--- src/logic/ssmp_pkg.sv ---
// Package: constants shared by the serial memory port files
package ssmp_pkg;
  // ---------------------------------------------------------------
  // Register map (byte addresses on APB)
  // ---------------------------------------------------------------
  localparam logic [7:0]  REG_CTRL      = 8'h00; // Enable and safe bits
  localparam logic [7:0]  REG_STATUS    = 8'h04; // Mode, flag, busy
  localparam logic [7:0]  REG_HOST_CMD  = 8'h08; // Last host command byte
  localparam int          CTRL_EN_BIT   = 0;     // Port enable
  localparam int          CTRL_SAFE_BIT = 1;     // Safe mode
  localparam int          STAT_FM_BIT   = 0;     // Flash program mode
  localparam int          STAT_IRQ_BIT  = 1;     // Write flag, write 1 clears
  localparam int          STAT_BUSY_BIT = 2;     // Frame in progress
  localparam logic        CTRL_EN_RST   = 1'b1;  // Port on after reset
  localparam logic        CTRL_SAFE_RST = 1'b0;  // Safe mode off after reset
  // ---------------------------------------------------------------
  // Serial commands (first byte of a frame)
  // ---------------------------------------------------------------
  localparam logic [7:0]  CMD_READ      = 8'h03; // Read n bytes
  localparam logic [7:0]  CMD_WRITE     = 8'h02; // Write, raise flag below I/O RAM
  localparam logic [7:0]  CMD_WRITE_Q   = 8'h0A; // Write, no flag
  localparam logic [7:0]  CMD_HOST_CMD  = 8'h40; // Command to processor
  localparam logic [7:0]  CMD_ERASE     = 8'hE0; // Flash erase at address
  localparam logic [7:0]  CMD_UNLOCK    = 8'hA5; // Unlock step, key in address
  // ---------------------------------------------------------------
  // Address map and unlock keys
  // ---------------------------------------------------------------
  localparam logic [15:0] SAFE_LO       = 16'h0400; // Safe window start
  localparam logic [15:0] SAFE_HI       = 16'h040F; // Safe window end
  localparam logic [15:0] IORAM_BASE    = 16'h2000; // I/O RAM start
  localparam logic [15:0] KEY0          = 16'h5AA5; // Unlock key, step 0
  localparam logic [15:0] KEY1          = 16'hC33C; // Unlock key, step 1
  localparam logic [15:0] KEY2          = 16'h0FF0; // Unlock key, step 2
  localparam logic [1:0]  KEY_LAST      = 2'h2;     // Final unlock step
  localparam logic [7:0]  TX_IDLE       = 8'h00;    // Data sent in non-read frames; after a read frame, from their third byte on
  // Frame states, Gray along the usual path
  typedef enum logic [1:0] {
    ST_CMD  = 2'b00,
    ST_AH   = 2'b01,
    ST_AL   = 2'b11,
    ST_DATA = 2'b10
  } ssmp_state_e;
endpackage

--- src/logic/ssmp_byte_if.sv ---
// Interface: byte stream between bit shifter and frame core
interface ssmp_byte_if;
  logic       active;  // Frame selected and port enabled
  logic       valid;   // One-cycle pulse, rx_byte complete
  logic [7:0] rx_byte; // Byte from host, MSB first
  logic [7:0] tx_byte; // Byte to send in next slot
  modport shifter (output active, output valid, output rx_byte, input tx_byte);
  modport core    (input active, input valid, input rx_byte, output tx_byte);
endinterface

--- src/logic/ssmp_core.sv ---
// Serial slave memory port: frame decode, memory and flash access, APB
module ssmp_core (
  input  wire logic        pclk,
  input  wire logic        presetn,
  input  wire logic        psel,
  input  wire logic        penable,
  input  wire logic        pwrite,
  input  wire logic [7:0]  paddr,
  input  wire logic [31:0] pwdata,
  output logic      [31:0] prdata,
  output logic             pready,
  output logic             pslverr,
  input  wire logic        host_select_n,
  input  wire logic        host_serial_clock,
  input  wire logic        host_serial_in,
  output logic             host_serial_out,
  output logic             host_serial_out_oe,
  output logic      [15:0] mem_addr,
  output logic      [7:0]  mem_wdata,
  output logic             mem_we,
  output logic             mem_re,
  input  wire logic [7:0]  mem_rdata,
  output logic      [14:0] flash_addr,
  output logic      [15:0] flash_wdata,
  output logic             flash_we,
  output logic             flash_re,
  output logic             flash_erase,
  input  wire logic [15:0] flash_rdata,
  input  wire logic        watchdog_reset,
  output logic             app_halt,
  output logic             host_port_irq_flag
);
  // ---------------------------------------------------------------
  // Key lookup, used by decode and check
  // ---------------------------------------------------------------
  function automatic logic [15:0] key_of(input logic [1:0] step);
    case (step)
      2'h0:    key_of = ssmp_pkg::KEY0;
      2'h1:    key_of = ssmp_pkg::KEY1;
      default: key_of = ssmp_pkg::KEY2;
    endcase
  endfunction

  ssmp_byte_if bi ();                // Byte stream
  logic [2:0]  pins_s;               // Synced select, clock, data
  ssmp_pkg::ssmp_state_e st_r;       // Frame state
  logic [7:0]  cmd_r;                // Frame command
  logic [15:0] addr_r;               // Running address
  logic [7:0]  lo_r;                 // Even flash byte held
  logic [1:0]  step_r;               // Unlock progress
  logic        fm_r;                 // Flash program mode
  logic        en_r;                 // Port enable
  logic        safe_r;               // Safe mode
  logic [7:0]  hcmd_r;               // Host command byte
  logic        fetch_r;              // Read issued last cycle
  logic        fetch_odd_r;          // Fetched flash byte select
  logic        apb_acc;              // Access phase, reply not yet given
  logic        apb_wr;               // Write lands as pready is sampled
  logic [7:0]  tx_r;                 // Next byte out

  // ---------------------------------------------------------------
  // Pin synchronisers and shifter
  // ---------------------------------------------------------------
  ssmp_sync #(.W(3), .RST(3'b100)) u_sync (
    .pclk    (pclk),
    .presetn (presetn),
    .d       ({host_select_n, host_serial_clock, host_serial_in}),
    .q       (pins_s)
  );
  ssmp_shift u_shift (
    .pclk      (pclk),
    .presetn   (presetn),
    .port_en   (en_r),
    .sel_n_s   (pins_s[2]),
    .sclk_s    (pins_s[1]),
    .mosi_s    (pins_s[0]),
    .bi        (bi.shifter),
    .miso_r    (host_serial_out),
    .miso_oe_r (host_serial_out_oe)
  );
  assign bi.tx_byte = tx_r;

  // ---------------------------------------------------------------
  // Decode of the current byte
  // ---------------------------------------------------------------
  wire        byte_go  = bi.valid;
  wire        in_al    = byte_go & (st_r == ssmp_pkg::ST_AL);
  wire        in_data  = byte_go & (st_r == ssmp_pkg::ST_DATA);
  wire [15:0] full_adr = {addr_r[15:8], bi.rx_byte};
  wire        is_read  = (cmd_r == ssmp_pkg::CMD_READ);
  wire        is_wr    = (cmd_r == ssmp_pkg::CMD_WRITE);
  wire        is_wr_q  = (cmd_r == ssmp_pkg::CMD_WRITE_Q);
  wire        in_win   = (addr_r >= ssmp_pkg::SAFE_LO) & (addr_r <= ssmp_pkg::SAFE_HI);
  wire        wr_ok    = ~safe_r | in_win;
  wire        wr_go    = in_data & (is_wr | is_wr_q);
  wire        ram_wr   = wr_go & ~fm_r & wr_ok;
  wire        fl_wr    = wr_go & fm_r;
  wire        irq_set  = (ram_wr & is_wr & (addr_r < ssmp_pkg::IORAM_BASE))
                       | (in_data & (cmd_r == ssmp_pkg::CMD_HOST_CMD));
  wire        rd_first = in_al & is_read;
  wire        rd_next  = in_data & is_read;
  wire [15:0] rd_adr   = rd_first ? full_adr : addr_r + 16'h0001;
  wire        key_hit  = (full_adr == key_of(step_r));
  wire        unlock   = in_al & (cmd_r == ssmp_pkg::CMD_UNLOCK);

  // ---------------------------------------------------------------
  // Frame state machine
  // ---------------------------------------------------------------
  always_ff @(posedge pclk or negedge presetn) begin
    if (!presetn) begin
      st_r <= ssmp_pkg::ST_CMD;
    end else if (!bi.active) begin
      st_r <= ssmp_pkg::ST_CMD;
    end else if (byte_go) begin
      case (st_r)
        ssmp_pkg::ST_CMD: st_r <= ssmp_pkg::ST_AH;
        ssmp_pkg::ST_AH:  st_r <= ssmp_pkg::ST_AL;
        ssmp_pkg::ST_AL:  st_r <= ssmp_pkg::ST_DATA;
        default:          st_r <= ssmp_pkg::ST_DATA;
      endcase
    end
  end

  // ---------------------------------------------------------------
  // Command and address capture
  // ---------------------------------------------------------------
  always_ff @(posedge pclk or negedge presetn) begin
    if (!presetn) begin
      cmd_r  <= 8'h00;
      addr_r <= 16'h0000;
    end else if (byte_go) begin
      if (st_r == ssmp_pkg::ST_CMD) cmd_r <= bi.rx_byte;
      if (st_r == ssmp_pkg::ST_AH)  addr_r[15:8] <= bi.rx_byte;
      if (st_r == ssmp_pkg::ST_AL)  addr_r[7:0] <= bi.rx_byte;
      if (st_r == ssmp_pkg::ST_DATA) addr_r <= addr_r + 16'h0001;
    end
  end

  // ---------------------------------------------------------------
  // Unlock sequence and flash mode
  // ---------------------------------------------------------------
  always_ff @(posedge pclk or negedge presetn) begin
    if (!presetn) begin
      step_r <= 2'h0;
      fm_r   <= 1'b0;
    end else if (watchdog_reset) begin
      step_r <= 2'h0;
      fm_r   <= 1'b0;
    end else if (byte_go && st_r == ssmp_pkg::ST_CMD &&
                 bi.rx_byte != ssmp_pkg::CMD_UNLOCK) begin
      step_r <= 2'h0; // Any other command breaks the sequence
    end else if (unlock) begin
      step_r <= key_hit ? step_r + 2'h1 : 2'h0;
      if (key_hit && step_r == ssmp_pkg::KEY_LAST) begin
        fm_r   <= 1'b1;
        step_r <= 2'h0;
      end
    end
  end

  // ---------------------------------------------------------------
  // RAM bus and flash bus requests
  // ---------------------------------------------------------------
  always_ff @(posedge pclk or negedge presetn) begin
    if (!presetn) begin
      mem_addr    <= 16'h0000;
      mem_wdata   <= 8'h00;
      mem_we      <= 1'b0;
      mem_re      <= 1'b0;
      flash_addr  <= 15'h0000;
      flash_wdata <= 16'h0000;
      flash_we    <= 1'b0;
      flash_re    <= 1'b0;
      flash_erase <= 1'b0;
      lo_r        <= 8'h00;
    end else begin
      mem_we      <= ram_wr;
      mem_re      <= (rd_first | rd_next) & ~fm_r;
      flash_re    <= (rd_first | rd_next) & fm_r;
      flash_erase <= in_al & fm_r & (cmd_r == ssmp_pkg::CMD_ERASE);
      flash_we    <= fl_wr & addr_r[0];
      if (ram_wr) begin
        mem_addr  <= addr_r;
        mem_wdata <= bi.rx_byte;
      end
      if (rd_first | rd_next) begin
        mem_addr   <= rd_adr;
        flash_addr <= rd_adr[15:1];
      end
      if (in_al & (cmd_r == ssmp_pkg::CMD_ERASE)) flash_addr <= full_adr[15:1];
      if (fl_wr & ~addr_r[0]) lo_r <= bi.rx_byte;
      if (fl_wr & addr_r[0]) begin
        flash_addr  <= addr_r[15:1];
        flash_wdata <= {bi.rx_byte, lo_r};
      end
    end
  end

  // ---------------------------------------------------------------
  // Read return: capture data into next transmit byte
  // ---------------------------------------------------------------
  always_ff @(posedge pclk or negedge presetn) begin
    if (!presetn) begin
      fetch_r     <= 1'b0;
      fetch_odd_r <= 1'b0;
      tx_r        <= ssmp_pkg::TX_IDLE;
    end else begin
      fetch_r <= rd_first | rd_next;
      if (rd_first | rd_next) begin
        fetch_odd_r <= rd_adr[0];
      end
      if (fetch_r) begin
        if (fm_r) begin
          tx_r <= fetch_odd_r ? flash_rdata[15:8] : flash_rdata[7:0];
        end else begin
          tx_r <= mem_rdata;
        end
      end else if (byte_go & ~is_read) begin
        tx_r <= ssmp_pkg::TX_IDLE; // Non-read frames send zeros; after a read frame, from their third byte on
      end
    end
  end

  // ---------------------------------------------------------------
  // Halt, host command, activity flag
  // ---------------------------------------------------------------
  always_ff @(posedge pclk or negedge presetn) begin
    if (!presetn) begin
      app_halt           <= 1'b0;
      hcmd_r             <= 8'h00;
      host_port_irq_flag <= 1'b0;
    end else begin
      app_halt <= fm_r & ~watchdog_reset;
      if (in_data & (cmd_r == ssmp_pkg::CMD_HOST_CMD) & ~fm_r) begin
        hcmd_r <= bi.rx_byte;
      end
      if (irq_set & ~fm_r) begin
        host_port_irq_flag <= 1'b1; // set wins over clear
      end else if (apb_wr & (paddr == ssmp_pkg::REG_STATUS) &
                   pwdata[ssmp_pkg::STAT_IRQ_BIT]) begin
        host_port_irq_flag <= 1'b0;
      end
    end
  end

  // ---------------------------------------------------------------
  // APB slave, one wait state
  // ---------------------------------------------------------------
  assign apb_acc = psel & penable & ~pready;
  assign apb_wr  = psel & penable & pready & pwrite; // Same edge the master sees pready
  wire mapped  = (paddr == ssmp_pkg::REG_CTRL) | (paddr == ssmp_pkg::REG_STATUS)
               | (paddr == ssmp_pkg::REG_HOST_CMD);
  wire [31:0] rd_mux =
      (paddr == ssmp_pkg::REG_CTRL)   ? {30'h0, safe_r, en_r} :
      (paddr == ssmp_pkg::REG_STATUS) ? {29'h0, bi.active, host_port_irq_flag, fm_r} :
      (paddr == ssmp_pkg::REG_HOST_CMD) ? {24'h0, hcmd_r} : 32'h0;

  always_ff @(posedge pclk or negedge presetn) begin
    if (!presetn) begin
      pready  <= 1'b0;
      pslverr <= 1'b0;
      prdata  <= 32'h0;
      en_r    <= ssmp_pkg::CTRL_EN_RST;
      safe_r  <= ssmp_pkg::CTRL_SAFE_RST;
    end else begin
      pready  <= apb_acc;
      pslverr <= apb_acc & ~mapped;
      prdata  <= (apb_acc & ~pwrite) ? rd_mux : 32'h0;
      if (apb_wr & (paddr == ssmp_pkg::REG_CTRL)) begin
        en_r   <= pwdata[ssmp_pkg::CTRL_EN_BIT];
        safe_r <= pwdata[ssmp_pkg::CTRL_SAFE_BIT];
      end
    end
  end

  // ---------------------------------------------------------------
  // Checks
  // ---------------------------------------------------------------
  property p_halt;
    @(posedge pclk) disable iff (!presetn)
    (fm_r && !watchdog_reset) |=> app_halt;
  endproperty
  a_halt: assert property (p_halt) else $error("halt missing in flash mode");

  property p_stay;
    @(posedge pclk) disable iff (!presetn)
    (fm_r && !watchdog_reset) |=> fm_r;
  endproperty
  a_stay: assert property (p_stay) else $error("flash mode left without reset");

  property p_safe;
    @(posedge pclk) disable iff (!presetn)
    (mem_we && $past(safe_r)) |-> (mem_addr >= ssmp_pkg::SAFE_LO && mem_addr <= ssmp_pkg::SAFE_HI);
  endproperty
  a_safe: assert property (p_safe) else $error("write outside safe window");

  property p_noflash;
    @(posedge pclk) disable iff (!presetn)
    (flash_we || flash_re || flash_erase) |-> $past(fm_r);
  endproperty
  a_noflash: assert property (p_noflash) else $error("flash access outside flash mode");

  property p_noram;
    @(posedge pclk) disable iff (!presetn)
    $past(fm_r) |-> !(mem_we || mem_re);
  endproperty
  a_noram: assert property (p_noram) else $error("RAM access in flash mode");

  property p_odd;
    @(posedge pclk) disable iff (!presetn)
    (fl_wr && !addr_r[0]) |=> !flash_we;
  endproperty
  a_odd: assert property (p_odd) else $error("flash word written on even byte");

  property p_off;
    @(posedge pclk) disable iff (!presetn)
    !en_r |=> !host_serial_out_oe;
  endproperty
  a_off: assert property (p_off) else $error("port drives while disabled");

  property p_irq;
    @(posedge pclk) disable iff (!presetn)
    (ram_wr && is_wr_q && !host_port_irq_flag) |=> !host_port_irq_flag;
  endproperty
  a_irq: assert property (p_irq) else $error("quiet write raised flag");
endmodule

--- src/logic/ssmp_shift.sv ---
// Bit shifter: serial mode 0, MSB first, sampled on pclk
module ssmp_shift (
  input  wire logic    pclk,
  input  wire logic    presetn,
  input  wire logic    port_en,
  input  wire logic    sel_n_s,
  input  wire logic    sclk_s,
  input  wire logic    mosi_s,
  ssmp_byte_if.shifter bi,
  output logic         miso_r,
  output logic         miso_oe_r
);
  logic       sclk_d_r; // Previous synced clock
  logic [2:0] cnt_r;    // Bits taken in this byte
  logic [7:0] sin_r;    // Receive shifter
  logic [7:0] sout_r;   // Transmit shifter
  wire        rise   = sclk_s & ~sclk_d_r;
  wire        fall   = ~sclk_s & sclk_d_r;
  wire        active = ~sel_n_s & port_en;
  // ---------------------------------------------------------------
  // Edge find, shift in on rise, shift out on fall
  // ---------------------------------------------------------------
  always_ff @(posedge pclk or negedge presetn) begin
    if (!presetn) begin
      sclk_d_r   <= 1'b0;
      cnt_r      <= 3'h0;
      sin_r      <= 8'h00;
      sout_r     <= 8'h00;
      miso_r     <= 1'b0;
      miso_oe_r  <= 1'b0;
      bi.active  <= 1'b0;
      bi.valid   <= 1'b0;
      bi.rx_byte <= 8'h00;
    end else begin
      sclk_d_r  <= sclk_s;
      bi.active <= active;
      miso_oe_r <= active;
      bi.valid  <= active & rise & (cnt_r == 3'h7);
      if (!active) begin
        cnt_r <= 3'h0;      // Frame ends, restart byte count
      end else if (rise) begin
        sin_r <= {sin_r[6:0], mosi_s};
        cnt_r <= cnt_r + 3'h1;
        if (cnt_r == 3'h7) begin
          bi.rx_byte <= {sin_r[6:0], mosi_s};
        end
      end else if (fall) begin
        if (cnt_r == 3'h0) begin
          miso_r <= bi.tx_byte[7]; // Byte slot, load new byte
          sout_r <= {bi.tx_byte[6:0], 1'b0};
        end else begin
          miso_r <= sout_r[7];
          sout_r <= {sout_r[6:0], 1'b0};
        end
      end
    end
  end
endmodule

--- src/logic/ssmp_sync.sv ---
// Two-flop synchroniser for pin inputs
module ssmp_sync #(
  parameter int          W   = 3,
  parameter logic [W-1:0] RST = '0
) (
  input  wire logic         pclk,
  input  wire logic         presetn,
  input  wire logic [W-1:0] d,
  output logic      [W-1:0] q
);
  logic [W-1:0] meta_r; // First stage, read by second only
  genvar i;
  // ---------------------------------------------------------------
  // Per-bit double registers
  // ---------------------------------------------------------------
  generate
    for (i = 0; i < W; i++) begin : g_bit
      always_ff @(posedge pclk or negedge presetn) begin
        if (!presetn) begin
          meta_r[i] <= RST[i];
          q[i]      <= RST[i];
        end else begin
          meta_r[i] <= d[i];
          q[i]      <= meta_r[i];
        end
      end
    end
  endgenerate
endmodule

--- config.mk ---
export PLATFORM = sky130hd
export DESIGN_NAME = ssmp_core
export DESIGN_NICKNAME = d
export VERILOG_FILES = /design/src/logic/ssmp_pkg.sv /design/src/logic/ssmp_byte_if.sv /design/src/logic/ssmp_core.sv /design/src/logic/ssmp_shift.sv /design/src/logic/ssmp_sync.sv
export SDC_FILE = /design/constraint.sdc
export NUM_CORES = 1
export LEC_CHECK = 0
export BUFFER_PORTS_ARGS = -buffer_cell sky130_fd_sc_hd__buf_2
export CORE_MARGIN = 5
export CORE_UTILIZATION = 35
export CTS_CLUSTER_DIAMETER = 150
export DETAILED_ROUTE_END_ITERATION = 10
export SLEW_MARGIN = 0
export SYNTH_ARGS = -nofsm -noshare
export SYNTH_HDL_FRONTEND = slang
export SYNTH_HIERARCHICAL = 1
export SYNTH_SLANG_ARGS = --single-unit
export TNS_END_PERCENT = 5
--- constraint.sdc ---
create_clock -name pclk -period 5.35 [get_ports pclk]
set_input_delay 1.07 -clock pclk [delete_from_list [all_inputs] [get_ports pclk]]
set_output_delay 1.07 -clock pclk [all_outputs]
set_load 0.01 [all_outputs]
==> tab_implementation.tex <==
\begin{tabular}{lr}
\hline
Metric & Value \\
\hline
\multicolumn{2}{l}{\textbf{Run status}} \\
\quad Run status & finished, final reports clean \\
\multicolumn{2}{l}{\textbf{Finish}} \\
\quad Most common cell after layout, fill and taps aside & sky130\_fd\_sc\_hd\_\_dfrtp\_1 \\
\quad Most frequent cells in the layout & 161 x sky130\_fd\_sc\_hd\_\_dfrtp\_1, 117 x sky130\_fd\_sc\_hd\_\_nand2\_1, 115 x sky130\_fd\_sc\_hd\_\_buf\_2 \\
\quad Share of final-layout standard cells stronger than drive strength 1 & 22.9\% \\
\quad NumNets Final & between 900 and 1,000 \\
\quad Share of the core filled with cells & approximately 41\% \\
\quad Area added between synthesis and finish & 15.7\% \\
\quad Number of antenna cells inserted & 0 \\
\multicolumn{2}{l}{\textbf{GRT}} \\
\quad Met2 GRT Util & a little over a quarter \\
\quad Residual overflow from global routing & 0 \\
\quad First-pass GRT wire length & 34,800 um \\
\quad Top Usage Layer GRT & met2 \\
\quad Met1 Use GR & around 23\% \\
\quad Initial antenna violation count & 0 \\
\quad Global routing usage on met3 & 3.21\% \\
\quad Largest net degree at the start of global routing & 75 \\
\quad Via count of the first global-routing pass & 6,349 \\
\quad All-Layer GR Usage & between 10\% and 20\% \\
\multicolumn{2}{l}{\textbf{Detailed routing}} \\
\quad Total routed wirelength & 21,800 um \\
\quad Final routed wire length divided by cell count & approximately 18 um \\
\quad DRC & 0 \\
\quad Detail Route Antenna Nets & 0 \\
\quad First-pass detailed-route iteration total & 5 \\
\quad Vias after detailed routing & 6,247 \\
\quad Routed via count divided by cell count & 5.09 \\
\quad Initial DRC count & between 300 and 400 \\
\multicolumn{2}{l}{\textbf{Worst hold path}} \\
\quad Class of the most critical hold timing path & reg2reg \\
\quad Worst min-delay path endpoint & u\_sync/q[1]\$\_DFF\_PN0\_ \\
\quad Hold Crit Depth & 0 \\
\quad Start point of the worst hold path & u\_sync/meta\_r[1]\$\_DFF\_PN0\_ \\
\multicolumn{2}{l}{\textbf{Clock network}} \\
\quad H-tree depth & 4 \\
\quad Number of clock buffers inserted by TritonCTS & 17 \\
\quad CTS sink count & around 160 \\
\quad Buffer type at the clock tree root & sky130\_fd\_sc\_hd\_\_clkbuf\_16 \\
\quad Clock latency at the later pin of the worst-skew pair & about 0.43 ns \\
\quad Post-CTS Hold Buffers & 0 \\
\quad Buffer depth of the longest clock path & 2 \\
\quad Post-CTS repair timing setup buffer count & 0 \\
\quad Total of cells resized after clock tree synthesis & 0 \\
\quad Clock-pin slew on the worst setup and hold paths & 0.07 ns \\
\quad Clock tree from TritonCTS & yes \\
\multicolumn{2}{l}{\textbf{Critical path}} \\
\quad Startpoint types & flip-flop \\
\quad Max stage delay cell, worst path & sky130\_fd\_sc\_hd\_\_a211oi\_1 \\
\quad Cell-by-cell listing of the critical path & inv\_1 > ha\_1 > buf\_4 > o21ai\_1 > nor3\_2 > a211oi\_1 > a22oi\_1 > nand2\_1 \\
\quad Data required, critical path & between 5 and 6 ns \\
\quad Largest incremental delay on the critical path & $\sim$0.96 ns \\
\quad Buffers plus inverters on the worst setup path & 2 \\
\quad Worst-path fanout max & 34 \\
\quad Largest delay share family, worst path & compound AO/OA/AOI/OAI gates \\
\quad Worst Reg-to-Reg Cells & 8 \\
\quad Setup Crit Path Kind & reg2reg \\
\quad Crit. End Element & flip-flop \\
\quad Data arrival time of the worst path & 3.76 ns \\
\quad Reg-to-Reg End & flash\_addr[8]\$\_DFFE\_PN0P\_ \\
\quad Worst reg2reg setup slack & between 1.5 and 2 ns \\
\quad Startpoint of the lowest-slack register-to-register path & st\_r[0]\$\_DFFE\_PN0P\_ \\
\multicolumn{2}{l}{\textbf{Timing}} \\
\quad Maximum clock frequency & a little under 300 MHz \\
\quad \# setup viols final & 0 \\
\quad Relative max-transition margin & around a quarter \\
\quad Number of pins with negative max-slew slack in the final report & 0 \\
\quad Final Hold Viols & 0 \\
\quad Final critical-path required period & between 3 and 4 ns \\
\quad Final worst-path cycle share & a little under two thirds \\
\quad Worst-margin pin slew & 1.10 ns \\
\quad Worst setup skew after layout & roughly 0.010 ns \\
\quad Unrepaired setup endpoints after global routing & false \\
\quad Setup TNS after final layout & 0 ns \\
\multicolumn{2}{l}{\textbf{Run}} \\
\quad Count of maximum capacitance violations & 0 \\
\multicolumn{2}{l}{\textbf{Synthesis}} \\
\quad Async set or reset register ratio after synthesis & 100\% \\
\quad Avg Synthesized Cell Area & 10.0 um2 \\
\quad Flip-flop cell with the highest count after synthesis & sky130\_fd\_sc\_hd\_\_dfrtp\_1 \\
\quad Count of unique library cells instantiated by Yosys & 65 \\
\quad Syn Inst Count & $\sim$820 \\
\quad Netlist Area Pre-Place & 8170 um2 \\
\quad Ys Warns & 6 \\
\quad Share of the yosys chip area belonging to registers & between 50\% and 60\% \\
\quad Post-synthesis register bit count & approximately 160 \\
\quad Number of enable-type register cells in the synthesized netlist & 0 \\
\multicolumn{2}{l}{\textbf{Power}} \\
\quad Clock network fraction of total power & about 48\% \\
\quad LEAKAGE & around 0.0048 uW \\
\quad Pint & roughly 1900 uW \\
\quad Sequential fraction of design power & about half \\
\quad Power density of the placed cells & roughly 270 nW/um2 \\
\quad Part of the total power dissipated in combinational logic & around 2.5\% \\
\quad Switching Share & between 20\% and 30\% \\
\quad Worst vdd rail ir drop & 0.000174 V \\
\quad Total net switching power & around 620 uW \\
\quad Total chip power & between 2000 and 3000 uW \\
\multicolumn{2}{l}{\textbf{Placement}} \\
\quad IO buf count & 116 \\
\quad Final Wtd Congestion & around 0.86 \\
\quad Detailed placement HPWL & 15,200 um \\
\multicolumn{2}{l}{\textbf{Floorplan}} \\
\quad Die Wd & 163 um \\
\quad Area enclosed by the die boundary & roughly 26,000 um2 \\
\quad Count of standard-cell rows & 55 \\
\quad Area of the core & approximately 23,000 um2 \\
\quad Ports & roughly 170 \\
\quad Starting density of the core & between 30\% and 40\% \\
\quad Die Y-Extent & 163 um \\
\hline
\end{tabular}
## cells in the mapped netlist (all sizes together), types with 9 or more instances
master / n / area share [%]
or3: 12 / 0.92
mux2: 41 / 6.0
and2: 14 / 1.1
nor3: 14 / 0.98
ha: 12 / 1.8
a22oi: 9 / 0.83
nor2: 56 / 2.6
clkbuf: 42 / 2.0
nor2b: 10 / 0.77
mux2i: 40 / 4.9
buf: 37 / 3.1
nand4: 15 / 1.1
a21oi: 52 / 3.2
o21ai: 32 / 2.0
nor4: 9 / 0.84
inv: 22 / 1.0
dfrtp: 161 / 49
nand3: 18 / 1.1
nand2: 118 / 5.6
## routing by layer
metal	up-vias	share of wire [%]
li1	2975	-
met1	3060	46
met2	187	47
met3	25	5.6
met4	0	2.0
met5	-	0
## power by group through the flow
stage / sequential (uW) / combinational, uW / clock [uW]
global route: 1250 / 75.0 / 1290
CTS: 1250 / 66.0 / 1230
detailed placement: 1270 / 66.1 / 0
finish: 1250 / 63.7 / 1200
global placement: 1270 / 65.1 / 0
floorplan: 1270 / 31.5 / 0
## metrics by stage
step	hold slack (ns)	worst slack, ns	area, um2	cells
after global routing	0.362	1.71	9450	1227
final	0.352	1.95	9450	1227
after global placement	0.336	2.05	8860	1195
after detailed placement	0.340	2.05	8860	1195
after floorplan	0.331	2.89	8250	839
after CTS	0.357	2.03	9450	1227
## registers in the layout (all words and copies together), names as in the netlist, 2 cells and up
name                cells
flash_wdata            16
lo_r                    8
u_sync/meta_r           3
u_shift/bi.rx_byte      8
step_r                  2
flash_addr             15
prdata                  8
hcmd_r                  8
st_r                    2
u_shift/sout_r          7
mem_addr               16
u_shift/cnt_r           3
mem_wdata               8
u_sync/q                3
bi.tx_byte              8
addr_r                 16
cmd_r                   8
u_shift/sin_r           7
## how the worst max path moves through the flow
stage                     depth (start not counted)                start  slack (ns)                   endpoint
final                                             8  st_r[0]$_DFFE_PN0P_        1.95  flash_addr[8]$_DFFE_PN0P_
after detailed placement                          8  st_r[0]$_DFFE_PN0P_        2.05  flash_addr[8]$_DFFE_PN0P_
after global placement                            8  st_r[0]$_DFFE_PN0P_        2.05  flash_addr[8]$_DFFE_PN0P_
after floorplan                                   5             paddr[5]        2.89         safe_r$_DFFE_PN0P_
after global routing                              8  st_r[0]$_DFFE_PN0P_        1.71  flash_addr[7]$_DFFE_PN0P_
after CTS                                         8  st_r[0]$_DFFE_PN0P_        2.03  flash_addr[8]$_DFFE_PN0P_
## logic make-up after synthesis
logic type      after synthesis  share of synthesized area [%]
xor+xnor                     10                           1.07
compound gates              145                           11.0
other cells                   1                         0.0459
buf+inv                     101                           6.10
simple gates                302                           18.7
flops                       164                           50.3
mux                          81                           10.9
fa+ha+maj                    12                           1.84
## final cells by class
cell class	instances	area, um2
clock buffers	17	425
clock inverters	15	156
fillers	2198	13300
inverters	22	82.6
multi-input cells	574	3650
flip-flops and latches	164	4110
well taps	313	392
repair buffers	122	632
(Power assumes the default switching activity.)
